$ cat config.mk
export PLATFORM = sky130hd
export DESIGN_NAME = ptm_core
export DESIGN_NICKNAME = d
export VERILOG_FILES = /design/src/ptm_pkg.sv /design/src/ptm_tick.sv /design/src/ptm_core.sv
export VERILOG_INCLUDE_DIRS = /design/src /design/src/src
export SDC_FILE = /design/constraint.sdc
export NUM_CORES = 1
export LEC_CHECK = 0
export BUFFER_PORTS_ARGS = -buffer_cell sky130_fd_sc_hd__buf_2
export CORE_MARGIN = 2
export CORE_UTILIZATION = 45
export CTS_BUF_LIST = sky130_fd_sc_hd__clkbuf_4 sky130_fd_sc_hd__clkbuf_8
export CTS_CLUSTER_DIAMETER = 150
export DETAILED_ROUTE_END_ITERATION = 10
export GPL_ROUTABILITY_DRIVEN = 0
export PLACE_DENSITY_LB_ADDON = 0.2
export SYNTH_ARGS = -nofsm -noshare
export SYNTH_HDL_FRONTEND = slang
export SYNTH_SLANG_ARGS = --single-unit
$ cat constraint.sdc
create_clock -name pclk -period 6.8 [get_ports pclk]
set_clock_uncertainty 0.05 [all_clocks]
set_input_delay 1.36 -clock pclk [delete_from_list [all_inputs] [get_ports pclk]]
set_output_delay 1.36 -clock pclk [all_outputs]
set_load 0.01 [all_outputs]
$ cat src/ptm_regs.svh
// register map, field positions, reset values and counts of the timer
//
// Operation
// counter is readable as low byte bits 7..0 and high byte bits 1..0
// unused bits 7..2 of every high byte read as zero
// duty compare value is 10 bits, read/write, split low/high, resets zero
// period compare value is 10 bits, read/write, split low/high, resets zero
// mode 00 compare, 11 timer, 10 pwm or single pulse by pin action
// compare mode, select low: clear on period match or overflow, both flags
// compare mode, select high: clear on duty match, period flag never set
// software keeps duty value nonzero in compare mode
// compare mode pin changes only on duty match: high, low or toggle
// compare mode pin takes initial level when run bit rises
// timer mode counts like compare mode and leaves the pin undriven
// pwm clears on period match, duty sets width, select bit ignored
// pwm period equals period value, or 1024 when value is zero
// pwm output stays active all period when duty reaches the period
// pwm sets duty flag on duty match and period flag on period match
// pwm active level by initial bit, invert bit; actions 00/01 force
// single pulse starts on run rise, from software or trigger pin edge
// single pulse ends on run clear or duty match, which clears run
// single pulse clears counter only on run rise, ignores period match
// software sets pin action 11 for single pulse and keeps it
// run rise clears counter; run fall stops and keeps the count
// hold bit freezes the counter; clearing it resumes from there
// counter steps on each selected tick while running, wraps 1023 to 0
`ifndef PTM_REGS_SVH
`define PTM_REGS_SVH

// ----------------------------------------------------------------------
// byte addresses
// ----------------------------------------------------------------------
`define PTM_CTL0_OFS    8'h00
`define PTM_CTL1_OFS    8'h04
`define PTM_CNTL_OFS    8'h08
`define PTM_CNTH_OFS    8'h0c
`define PTM_DUTYL_OFS   8'h10
`define PTM_DUTYH_OFS   8'h14
`define PTM_PERL_OFS    8'h18
`define PTM_PERH_OFS    8'h1c
`define PTM_FLAG_OFS    8'h20

// ----------------------------------------------------------------------
// field positions
// ----------------------------------------------------------------------
`define PTM_C0_HOLD     7
`define PTM_C0_CKS_HI   6
`define PTM_C0_CKS_LO   4
`define PTM_C0_RUN      3
`define PTM_C1_SEL_HI   7
`define PTM_C1_SEL_LO   6
`define PTM_C1_ACT_HI   5
`define PTM_C1_ACT_LO   4
`define PTM_C1_INIT     3
`define PTM_C1_INV      2
`define PTM_C1_CLRSEL   0
`define PTM_FL_DUTY     0
`define PTM_FL_PER      1

// ----------------------------------------------------------------------
// reset values and counts
// ----------------------------------------------------------------------
`define PTM_CTL_RST     8'h00
`define PTM_CMP_RST     10'h000
`define PTM_DIV_SYS4    8'h03
`define PTM_DIV_H16     8'h0f
`define PTM_DIV_H64     8'h3f
`define PTM_DIV_TBC     8'hff

`endif

$ cat src/ptm_pkg.sv
// types shared by the timer modules
package ptm_pkg;

   typedef enum logic [1:0] {
      PTM_CMP = 2'h0,
      PTM_CAP = 2'h1,
      PTM_PWM = 2'h2,
      PTM_TMR = 2'h3
   } ptm_mode_e;

   typedef enum logic [2:0] {
      PTM_CK_SYS4 = 3'h0,
      PTM_CK_SYS  = 3'h1,
      PTM_CK_H16  = 3'h2,
      PTM_CK_H64  = 3'h3,
      PTM_CK_TBC  = 3'h4,
      PTM_CK_H    = 3'h5,
      PTM_CK_EXTR = 3'h6,
      PTM_CK_EXTF = 3'h7
   } ptm_cks_e;

   typedef struct packed {
      logic [7:0] div;
      logic       pin_prev;
   } ptm_tick_s;

   typedef struct packed {
      logic [9:0]  cnt;
      logic        hold;
      logic [2:0]  cks;
      logic        run;
      logic        run_prev;
      logic [7:0]  ctl1;
      logic [9:0]  duty;
      logic [9:0]  period;
      logic        aflag;
      logic        pflag;
      logic        lvl;
      logic        out;
      logic        oe;
      logic [31:0] rdata;
      logic        err;
   } ptm_state_s;

endpackage

$ cat src/ptm_tick.sv
// counter tick source and trigger pin edge detector
`timescale 1ns/1ps
`default_nettype none
`include "ptm_regs.svh"
module ptm_tick (
   input  wire logic       pclk,
   input  wire logic       presetn,
   input  wire logic [2:0] cks,
   input  wire logic       ext_pin,
   output logic            tick,
   output logic            trig
);
   ptm_pkg::ptm_tick_s s_reg;
   ptm_pkg::ptm_tick_s s_next;
   logic               rise;
   logic               fall;

   always_comb begin
      s_next          = s_reg;
      s_next.div      = s_reg.div + 8'h01;
      s_next.pin_prev = ext_pin;
   end

   always_ff @(posedge pclk or negedge presetn) begin
      if (!presetn) begin
         s_reg <= '0;
      end else begin
         s_reg <= s_next;
      end
   end

   assign rise = ext_pin & ~s_reg.pin_prev;
   assign fall = ~ext_pin & s_reg.pin_prev;
   // trigger edge follows the pin edge picked for counting, else rising
   assign trig = (cks == ptm_pkg::PTM_CK_EXTF) ? fall : rise;

   always_comb begin
      case (ptm_pkg::ptm_cks_e'(cks))
         ptm_pkg::PTM_CK_SYS4: tick = ((s_reg.div & `PTM_DIV_SYS4)
                                       == `PTM_DIV_SYS4);
         ptm_pkg::PTM_CK_H16:  tick = ((s_reg.div & `PTM_DIV_H16)
                                       == `PTM_DIV_H16);
         ptm_pkg::PTM_CK_H64:  tick = ((s_reg.div & `PTM_DIV_H64)
                                       == `PTM_DIV_H64);
         ptm_pkg::PTM_CK_TBC:  tick = (s_reg.div == `PTM_DIV_TBC);
         ptm_pkg::PTM_CK_EXTR: tick = rise;
         ptm_pkg::PTM_CK_EXTF: tick = fall;
         default:              tick = 1'b1;
      endcase
   end
endmodule
`default_nettype wire

$ cat src/ptm_core.sv
// 10-bit periodic timer with apb register slave
`timescale 1ns/1ps
`default_nettype none
`include "ptm_regs.svh"
module ptm_core (
   input  wire logic        pclk,
   input  wire logic        presetn,
   input  wire logic        psel,
   input  wire logic        penable,
   input  wire logic        pwrite,
   input  wire logic [7:0]  paddr,
   input  wire logic [31:0] pwdata,
   output logic [31:0]      prdata,
   output logic             pready,
   output logic             pslverr,
   input  wire logic        ext_clock_trigger_pin,
   output logic             timer_output_pin,
   output logic             timer_output_pin_oe,
   output logic             duty_match_flag,
   output logic             period_match_flag
);
   ptm_pkg::ptm_state_s s_reg;
   ptm_pkg::ptm_state_s s_next;
   logic                tick;
   logic                trig;
   logic                wr;
   logic                setup;
   logic [1:0]          sel;
   logic [1:0]          act;
   logic                init;
   logic                inv;
   logic                clrsel;
   logic                rise;
   logic                step;
   logic [9:0]          cnt_inc;
   logic                am;
   logic                pm;
   logic                single;
   logic                full;
   logic                active;
   logic                hit;

   ptm_tick u_tick (
      .pclk    (pclk),
      .presetn (presetn),
      .cks     (s_reg.cks),
      .ext_pin (ext_clock_trigger_pin),
      .tick    (tick),
      .trig    (trig)
   );

   // ----------------------------------------------------------------------
   // decode
   // ----------------------------------------------------------------------
   assign wr      = psel & penable & pwrite;
   assign setup   = psel & ~penable;
   assign sel     = s_reg.ctl1[`PTM_C1_SEL_HI:`PTM_C1_SEL_LO];
   assign act     = s_reg.ctl1[`PTM_C1_ACT_HI:`PTM_C1_ACT_LO];
   assign init    = s_reg.ctl1[`PTM_C1_INIT];
   assign inv     = s_reg.ctl1[`PTM_C1_INV];
   assign clrsel  = s_reg.ctl1[`PTM_C1_CLRSEL];
   assign single  = (sel == ptm_pkg::PTM_PWM) && (act == 2'h3);
   assign rise    = s_reg.run & ~s_reg.run_prev;
   assign step    = tick & s_reg.run & s_reg.run_prev & ~s_reg.hold;
   assign cnt_inc = s_reg.cnt + 10'h001;
   // matches look at the next count, so period p gives p ticks and zero
   // matches at the wrap, giving 1024
   assign am      = cnt_inc == s_reg.duty;
   assign pm      = cnt_inc == s_reg.period;

   // ----------------------------------------------------------------------
   // next state
   // ----------------------------------------------------------------------
   always_comb begin
      s_next          = s_reg;
      s_next.run_prev = s_reg.run;
      s_next.err      = 1'b0;
      hit             = 1'b0;
      full            = 1'b0;
      active          = 1'b0;

      // software writes
      if (wr) begin
         case (paddr)
            `PTM_CTL0_OFS: begin
               s_next.hold = pwdata[`PTM_C0_HOLD];
               s_next.cks  = pwdata[`PTM_C0_CKS_HI:`PTM_C0_CKS_LO];
               s_next.run  = pwdata[`PTM_C0_RUN];
            end
            `PTM_CTL1_OFS:  s_next.ctl1 = pwdata[7:0];
            `PTM_DUTYL_OFS: s_next.duty[7:0] = pwdata[7:0];
            `PTM_DUTYH_OFS: s_next.duty[9:8] = pwdata[1:0];
            `PTM_PERL_OFS:  s_next.period[7:0] = pwdata[7:0];
            `PTM_PERH_OFS:  s_next.period[9:8] = pwdata[1:0];
            `PTM_FLAG_OFS: begin
               s_next.aflag = s_reg.aflag & ~pwdata[`PTM_FL_DUTY];
               s_next.pflag = s_reg.pflag & ~pwdata[`PTM_FL_PER];
            end
            `PTM_CNTL_OFS, `PTM_CNTH_OFS: s_next.err = 1'b0;
            default: s_next.err = 1'b1;
         endcase
      end

      // trigger pin edge raises the run bit in single pulse mode
      if (single && !s_reg.run && trig) begin
         s_next.run = 1'b1;
      end

      // counter
      if (rise) begin
         s_next.cnt = `PTM_CMP_RST;
         s_next.lvl = init;
      end else if (step) begin
         s_next.cnt = cnt_inc;
         case (ptm_pkg::ptm_mode_e'(sel))
            ptm_pkg::PTM_PWM: begin
               if (single) begin
                  if (am) begin
                     s_next.aflag = 1'b1;
                     s_next.run   = 1'b0;
                  end
               end else begin
                  if (pm) begin
                     s_next.cnt   = `PTM_CMP_RST;
                     s_next.pflag = 1'b1;
                  end
                  if (am) begin
                     s_next.aflag = 1'b1;
                  end
               end
            end
            default: begin
               if (clrsel && sel != ptm_pkg::PTM_CAP) begin
                  if (am) begin
                     s_next.cnt = `PTM_CMP_RST;
                  end
               end else begin
                  if (pm) begin
                     s_next.cnt   = `PTM_CMP_RST;
                     s_next.pflag = 1'b1;
                  end
               end
               if (am) begin
                  s_next.aflag = 1'b1;
                  hit          = sel == ptm_pkg::PTM_CMP;
               end
            end
         endcase
      end

      // compare mode pin action on duty match only
      if (hit) begin
         case (act)
            2'h1:    s_next.lvl = 1'b0;
            2'h2:    s_next.lvl = 1'b1;
            2'h3:    s_next.lvl = ~s_reg.lvl;
            default: s_next.lvl = s_reg.lvl;
         endcase
      end

      // pwm and single pulse level, active level set by init bit
      full   = (s_next.period != 10'h000) && (s_next.duty >= s_next.period);
      active = full || (s_next.cnt < s_next.duty);
      case (ptm_pkg::ptm_mode_e'(s_next.ctl1[`PTM_C1_SEL_HI:`PTM_C1_SEL_LO]))
         ptm_pkg::PTM_PWM: begin
            case (s_next.ctl1[`PTM_C1_ACT_HI:`PTM_C1_ACT_LO])
               2'h0:    s_next.out = ~s_next.ctl1[`PTM_C1_INIT];
               2'h1:    s_next.out = s_next.ctl1[`PTM_C1_INIT];
               2'h2:    s_next.out = ~(active ^ s_next.ctl1[`PTM_C1_INIT]);
               default: s_next.out = ~(s_next.run ^ s_next.ctl1[`PTM_C1_INIT]);
            endcase
            s_next.oe = 1'b1;
         end
         ptm_pkg::PTM_CMP: begin
            s_next.out = s_next.lvl;
            s_next.oe  = 1'b1;
         end
         default: begin
            s_next.out = 1'b0;
            s_next.oe  = 1'b0;
         end
      endcase
      s_next.out = s_next.out ^ s_next.ctl1[`PTM_C1_INV];

      // read data captured in the setup phase, answered in the access phase
      if (setup) begin
         case (psel ? paddr : 8'h00)
            `PTM_CTL0_OFS:  s_next.rdata = {24'h000000, s_reg.hold,
                                            s_reg.cks, s_reg.run, 3'h0};
            `PTM_CTL1_OFS:  s_next.rdata = {24'h000000, s_reg.ctl1};
            `PTM_CNTL_OFS:  s_next.rdata = {24'h000000, s_reg.cnt[7:0]};
            `PTM_CNTH_OFS:  s_next.rdata = {30'h0, s_reg.cnt[9:8]};
            `PTM_DUTYL_OFS: s_next.rdata = {24'h000000, s_reg.duty[7:0]};
            `PTM_DUTYH_OFS: s_next.rdata = {30'h0, s_reg.duty[9:8]};
            `PTM_PERL_OFS:  s_next.rdata = {24'h000000, s_reg.period[7:0]};
            `PTM_PERH_OFS:  s_next.rdata = {30'h0, s_reg.period[9:8]};
            `PTM_FLAG_OFS:  s_next.rdata = {30'h0, s_reg.pflag, s_reg.aflag};
            default:        s_next.rdata = 32'h00000000;
         endcase
         s_next.err = 1'b0;
         if (!pwrite) begin
            case (paddr)
               `PTM_CTL0_OFS, `PTM_CTL1_OFS, `PTM_CNTL_OFS, `PTM_CNTH_OFS,
               `PTM_DUTYL_OFS, `PTM_DUTYH_OFS, `PTM_PERL_OFS, `PTM_PERH_OFS,
               `PTM_FLAG_OFS: s_next.err = 1'b0;
               default:       s_next.err = 1'b1;
            endcase
         end
      end
   end

   always_ff @(posedge pclk or negedge presetn) begin
      if (!presetn) begin
         s_reg        <= '0;
         s_reg.ctl1   <= `PTM_CTL_RST;
         s_reg.duty   <= `PTM_CMP_RST;
         s_reg.period <= `PTM_CMP_RST;
      end else begin
         s_reg <= s_next;
      end
   end

   // ----------------------------------------------------------------------
   // outputs
   // ----------------------------------------------------------------------
   assign pready              = 1'b1;
   assign prdata              = s_reg.rdata;
   // a write error shows in its own access cycle, a read error from setup
   assign pslverr             = psel & penable & (pwrite ? s_next.err
                                                         : s_reg.err);
   assign timer_output_pin    = s_reg.out;
   assign timer_output_pin_oe = s_reg.oe;
   assign duty_match_flag     = s_reg.aflag;
   assign period_match_flag   = s_reg.pflag;

   // ----------------------------------------------------------------------
   // checks
   // ----------------------------------------------------------------------
   hi_byte_zero_a: assert property (
      @(posedge pclk) disable iff (!presetn)
      psel && penable && !pwrite &&
      (paddr == `PTM_CNTH_OFS || paddr == `PTM_PERH_OFS)
      |-> prdata[31:2] == 30'h0)
      else $error("high byte upper bits not zero");

   run_rise_clr_a: assert property (
      @(posedge pclk) disable iff (!presetn)
      $rose(s_reg.run) |=> s_reg.cnt == 10'h000)
      else $error("counter not cleared on run rise");

   stop_keep_a: assert property (
      @(posedge pclk) disable iff (!presetn)
      !s_reg.run |=> s_reg.cnt == $past(s_reg.cnt))
      else $error("counter moved while stopped");

   hold_freeze_a: assert property (
      @(posedge pclk) disable iff (!presetn)
      s_reg.hold && s_reg.run && s_reg.run_prev |=> $stable(s_reg.cnt))
      else $error("counter moved while held");

   timer_no_drive_a: assert property (
      @(posedge pclk) disable iff (!presetn)
      (s_reg.ctl1[7:6] == 2'h3) [*2] |-> !timer_output_pin_oe)
      else $error("pin driven in timer mode");

   pulse_end_a: assert property (
      @(posedge pclk) disable iff (!presetn)
      single && step && am && !wr |=> !s_reg.run && s_reg.aflag)
      else $error("single pulse not ended by duty match");

   no_period_flag_a: assert property (
      @(posedge pclk) disable iff (!presetn)
      (sel == 2'h0 || sel == 2'h3) && clrsel && !s_reg.pflag && !wr
      |=> !s_reg.pflag)
      else $error("period flag set with duty clear select");

   pwm_full_a: assert property (
      @(posedge pclk) disable iff (!presetn)
      (sel == 2'h2 && act == 2'h2 && s_reg.period != 10'h000 &&
       s_reg.duty >= s_reg.period) [*2]
      |-> timer_output_pin == (init ^ inv))
      else $error("pwm not fully active");

   pwm_period_a: assert property (
      @(posedge pclk) disable iff (!presetn)
      sel == 2'h2 && !single && step && pm && !wr
      |=> s_reg.cnt == 10'h000 && s_reg.pflag)
      else $error("pwm period match missed");

   duty_hi_zero_a: assert property (
      @(posedge pclk) disable iff (!presetn)
      psel && penable && !pwrite && paddr == `PTM_DUTYH_OFS
      |-> prdata[31:2] == 30'h0)
      else $error("duty high byte upper bits not zero");

   cmp_init_lvl_a: assert property (
      @(posedge pclk) disable iff (!presetn)
      sel == 2'h0 && rise |=> s_reg.lvl == $past(init))
      else $error("pin not set to initial level");

   cmp_pin_keep_a: assert property (
      @(posedge pclk) disable iff (!presetn)
      sel == 2'h0 && !hit && !rise |=> $stable(s_reg.lvl))
      else $error("pin level moved without duty match");

   cmp_clear_p_a: assert property (
      @(posedge pclk) disable iff (!presetn)
      sel == 2'h0 && !clrsel && step && pm
      |=> s_reg.cnt == 10'h000 && s_reg.pflag)
      else $error("period match did not clear counter");

   cnt_step_a: assert property (
      @(posedge pclk) disable iff (!presetn)
      step && !am && !pm |=> s_reg.cnt == $past(cnt_inc))
      else $error("counter did not step by one");

   pwm_duty_flag_a: assert property (
      @(posedge pclk) disable iff (!presetn)
      sel == 2'h2 && !single && step && am |=> s_reg.aflag)
      else $error("pwm duty flag not set");

   pwm_forced_a: assert property (
      @(posedge pclk) disable iff (!presetn)
      sel == 2'h2 && act == 2'h1
      |-> timer_output_pin == (init ^ inv))
      else $error("pwm pin not forced active");

   pwm_idle_a: assert property (
      @(posedge pclk) disable iff (!presetn)
      sel == 2'h2 && act == 2'h0
      |-> timer_output_pin == !(init ^ inv))
      else $error("pwm pin not forced inactive");

   trig_run_a: assert property (
      @(posedge pclk) disable iff (!presetn)
      single && !s_reg.run && trig |=> s_reg.run)
      else $error("trigger edge did not start pulse");

   pulse_skip_p_a: assert property (
      @(posedge pclk) disable iff (!presetn)
      single && step && pm && !am
      |=> s_reg.cnt == $past(cnt_inc))
      else $error("single pulse cleared on period match");
endmodule
`default_nettype wire

==> results by stage <==
Outcome:
- The flow ran to the end, and the final reports show no timing, DRC or antenna violations.

Yosys:
- The count of warnings emitted by yosys is 0.
- The synthesized area per cell is 9.36 µm².
- The synthesized area is approximately 4900 µm².
- The number of library cell types mapped by synthesis is 70.
- The post-synthesis simple-gate area fraction is 19.5%.
- The share of flip-flops with an asynchronous set or reset is 100%.
- After synthesis the netlist holds a flip-flop and latch count of 67.
- The synthesized design spends more area on one cell type than any other, namely sky130_fd_sc_hd__dfrtp_1.
- Yosys attributes the largest share of cell area to sky130_fd_sc_hd__dfrtp_1 35%, sky130_fd_sc_hd__mux2_2 5.8%, sky130_fd_sc_hd__ha_1 5.4%, sky130_fd_sc_hd__buf_4 5.1%, sky130_fd_sc_hd__xnor2_1 3.1%.
- The synthesized netlist devotes ~5.9% of its cell area to XOR and XNOR gates.
- The commonest cells after synthesis are 67 x sky130_fd_sc_hd__dfrtp_1, 34 x sky130_fd_sc_hd__inv_1, 33 x sky130_fd_sc_hd__buf_4.
- The post-synthesis share of cell area spent on full adders, half adders and majority gates is roughly 5.4%.
- The synthesized netlist devotes between 10% and 20% of its cell area to compound gates.
- The dominant combinational cell family by area after synthesis is simple AND/OR/NAND/NOR gates.
- sky130_fd_sc_hd__dfrtp_1 is the most common cell in the netlist.
- Multiplexer cells account for between 8 and 9% of the synthesized area.
- The sequential-to-total area share from yosys stat is 34.5%.
- The gate count after technology mapping is 519.
- The number of flops mapped to enable cells by yosys is 0.
- After synthesis, the largest area contributor takes up between 30% and 40% of total cell area.
- The dominant register cell in the synthesized netlist is sky130_fd_sc_hd__dfrtp_1.

Place:
- The placed wire-length estimate after detailed placement is 9640 µm.
- The placement-stage cell area is between 4000 and 5000 µm².
- Prior to clock tree synthesis, the placed netlist has a worst setup slack of roughly 1.3 ns.
- The count of buffers added on input and output ports is 34.
- The number of placed instances, taps included, is approximately 660.

Final layout:
- The count of placed standard cells in the final layout, fillers left out is approximately 680.
- The register with the most flip-flops in the layout has 40 of them.
- The fraction of layout instances using a drive strength above 1 is approximately 17%.
- With fillers left out, the area of the finished cells amounts to a little over 5000 µm².
- The number of nets in the final layout is 603.
- The number of antenna diodes is 0.
- Compared with the post-synthesis result, the final layout area differs by 5.97%.

Floorplanning:
- Measured along the x axis, the die boundary spans ~110 µm.
- The die is approximately 110 µm tall.
- The number of core rows is 37.
- The initial utilization of the core area, before any placement, comes to between 40% and 50%.
- The number of primary I/O pins is 84.
- The total area inside the core boundary comes to roughly 10000 µm².
- The die area is roughly 12000 µm².

Clock tree:
- In this run the deepest clock path goes through 2 buffers.
- After clock tree synthesis, the repair step resized 0 gates.
- CTS saw 67 sinks.
- The post-CTS repair timing setup buffer count is 0.
- Clock-pin slew was measured on the worst setup and hold paths at about 0.090 ns.
- TritonCTS built the clock tree.
- Buffers inserted during clock tree synthesis total 9.
- The later pin in the worst-skew pair is clocked with a latency of about 0.37 ns.
- The clock root buffer is sky130_fd_sc_hd__clkbuf_8.
- In this run the number of H-tree levels came out at 3.
- After clock tree synthesis, the flow added hold-fix buffers numbering 0.

Power and ir drop:
- For this design the static power due to leakage is between 0.002 and 0.0025 µW.
- In this run, the combinational gates consume between 10% and 20% of the power.
- In this run, flip-flops and latches consume 49.0% of the power.
- The net switching power is about 260 µW.
- Of the total power, the share spent switching nets is between 30 and 40%.
- Power spread over the standard cell area amounts to roughly 170 nW/µm².
- The peak supply drop is 0.0912 mV.
- The internal power consumption is a little under 600 µW.
- The clock network burns 37.1% of the power.

Drt:
- The detail-routed net length per standard cell is between 15 and 20 µm.
- The routed design has about 13000 µm of wire.
- The via count of the routed design is 4089.
- The violation count after the first detailed-route iteration is a little over 400.
- The count of unresolved DRC violations after routing is 0.
- The count of nets left with antenna violations once routing finished came out at 0.
- The pre-antenna-repair detailed-routing pass consisted of 5 iterations.
- After detailed routing, the number of vias per cell comes to 6.04.

Setup path:
- In this run the worst path has a maximum fanout of 12.
- STA classifies the critical path endpoint as a register.
- The terminus of the critical flop-to-flop path is timer_output_pin.
- The setup slack of the worst register-to-register path is approximately 1.3 ns.
- At the worst endpoint, the required time is between 7 and 8 ns.
- Data on the critical path arrives at its endpoint at around 5.7 ns.
- The worst flop-to-flop path startpoint is s_reg[72].
- The critical path launch point type is a register.
- The class of the most critical setup path is reg -> reg.
- For the worst flop-to-flop path, the logic depth is 19.

Hold path:
- The worst hold path startpoint is u_tick.s_reg[8].
- For hold timing, the worst endpoint is u_tick.s_reg[8].
- The worst min-delay path class is reg -> reg.
- Along the worst hold path, the cell count comes to 1.

GRT:
- The number of antenna violations at the first check in global routing is 0.
- The total global routing track utilization is approximately 23%.
- The via count of the first global-routing pass is between 3000 and 4000.
- Entering global routing, the biggest net connects 68 pins.
- The overflow left after global routing is 0.
- The first-pass GRT wire length is 20700 µm.

Timing:
- The highest clock frequency the design can meet is between 150 and 200 MHz.
- Once routing completed, OpenROAD measured the worst setup slack at between 1 and 1.5 ns.
- The final number of max-transition violations is 0.
- The slew at the pin with the worst max-slew slack is just over 1 ns.
- Headroom to the max-slew limit came out at 32.5%.
- The time the worst path needs with I/O delays and setup is ~5.5 ns.
- The final hold violation count is 0.
- For the final routed database, the setup TNS stands at 0 ns.
- The final count of negative-setup-slack endpoints is 0.
- The worst path uses between 80% and 90% of the clock period.
- Setup repair after global routing left no endpoint under its margin.

Run:
- The max-cap violation count is 0.
==> area by class of cell <==
class / count / area (µm²)
flip-flops and latches: 67 / 1680
clock buffers: 10 / 131
clock inverters: 6 / 50.0
well taps: 136 / 170
repair buffers: 35 / 178
fillers: 982 / 5270
multi-input cells: 387 / 2810
inverters: 36 / 135
==> layout by cell type, fill, tap and decap left out, types with 4 or more instances in the layout <==
cell type,count
sky130_fd_sc_hd__a21oi_1,27
sky130_fd_sc_hd__a21o_1,10
sky130_fd_sc_hd__o211ai_1,6
sky130_fd_sc_hd__ha_1,21
sky130_fd_sc_hd__nand3_1,18
sky130_fd_sc_hd__nor4_1,5
sky130_fd_sc_hd__a22oi_1,8
sky130_fd_sc_hd__buf_2,34
sky130_fd_sc_hd__and4_1,4
sky130_fd_sc_hd__conb_1,25
sky130_fd_sc_hd__and3_1,13
sky130_fd_sc_hd__xor2_1,8
sky130_fd_sc_hd__o21ai_0,23
sky130_fd_sc_hd__nand4_1,13
sky130_fd_sc_hd__mux2i_1,11
sky130_fd_sc_hd__nand2b_1,7
sky130_fd_sc_hd__a222oi_1,10
sky130_fd_sc_hd__and2_1,4
sky130_fd_sc_hd__nor2b_1,8
sky130_fd_sc_hd__nand2_1,26
sky130_fd_sc_hd__dfrtp_1,67
sky130_fd_sc_hd__clkbuf_8,9
sky130_fd_sc_hd__nor2_1,23
sky130_fd_sc_hd__nor3_1,10
sky130_fd_sc_hd__mux2_2,25
sky130_fd_sc_hd__inv_1,34
sky130_fd_sc_hd__xnor2_1,17
==> stage by stage <==
step | utilization (%) | power (µW) | hold slack (ns)
after floorplan | - | 512 | 0.380
after global placement | 47.7 | 543 | 0.407
after detailed placement | 47.7 | 545 | 0.418
after CTS | 49.4 | 857 | 0.433
after global routing | 49.4 | 891 | 0.455
final | 49.4 | 857 | 0.425
==> how the worst max path moves through the flow <==
stage                          startpoint  depth (start not counted)               end  slack (ns)
detailed placement  ext_clock_trigger_pin                         18  timer_output_pin        1.26
global placement    ext_clock_trigger_pin                         18  timer_output_pin        1.31
CTS                             s_reg[72]                         19  timer_output_pin        1.38
floorplan                        paddr[1]                         15  timer_output_pin        2.53
global route                    s_reg[72]                         19  timer_output_pin        0.91
finish                          s_reg[72]                         19  timer_output_pin        1.35
==> kinds of logic (layout without fill, tap and decap cells) <==
family	after synthesis	in the layout
adders and majority gates	21	21
buffers and inverters	88	87
other	2	25
DFF	67	67
and+or+nand+nor	161	161
AOI/OAI and AO/OA	116	116
xor gates and xnor gates	28	28
muxes	36	36
==> critical path, stage by stage, from the launching register on <==
cell                       delay [ns]
sky130_fd_sc_hd__dfrtp_1         0.63
sky130_fd_sc_hd__ha_1            0.45
sky130_fd_sc_hd__nand4_2         0.31
sky130_fd_sc_hd__o21ai_0         0.30
sky130_fd_sc_hd__mux2i_1         0.34
sky130_fd_sc_hd__nor4b_1         0.09
sky130_fd_sc_hd__a2bb2o_1        0.48
sky130_fd_sc_hd__nor2_1          0.53
sky130_fd_sc_hd__nand3_1         0.14
sky130_fd_sc_hd__a21oi_1         0.32
sky130_fd_sc_hd__ha_1            0.32
sky130_fd_sc_hd__nand4_1         0.10
sky130_fd_sc_hd__nor2_1          0.08
sky130_fd_sc_hd__a221o_1         0.30
sky130_fd_sc_hd__a31oi_1         0.16
sky130_fd_sc_hd__o211ai_1        0.14
sky130_fd_sc_hd__a21oi_1         0.16
sky130_fd_sc_hd__o211ai_1        0.13
sky130_fd_sc_hd__a21oi_2         0.17
sky130_fd_sc_hd__xor2_1          0.18
==> per-layer routing <==
layer	GRT usage [%]	routed length (µm)	part of all wire (%)
met1	32.8	5770	45
met2	35.6	5720	45
met3	4.60	1080	8.4
met4	7.33	223	1.7
met5	0	0	0
==> power groups by stage <==
stage	Combinational, µW	Sequential (µW)	Clock [µW]
6_report	119	420	318
5_1_grt	132	422	338
4_1_cts	118	420	319
3_5_place_dp	117	428	0
3_3_place_gp	116	427	0
2_1_floorplan	90.3	422	0
Power figures use the tool's default switching activity.
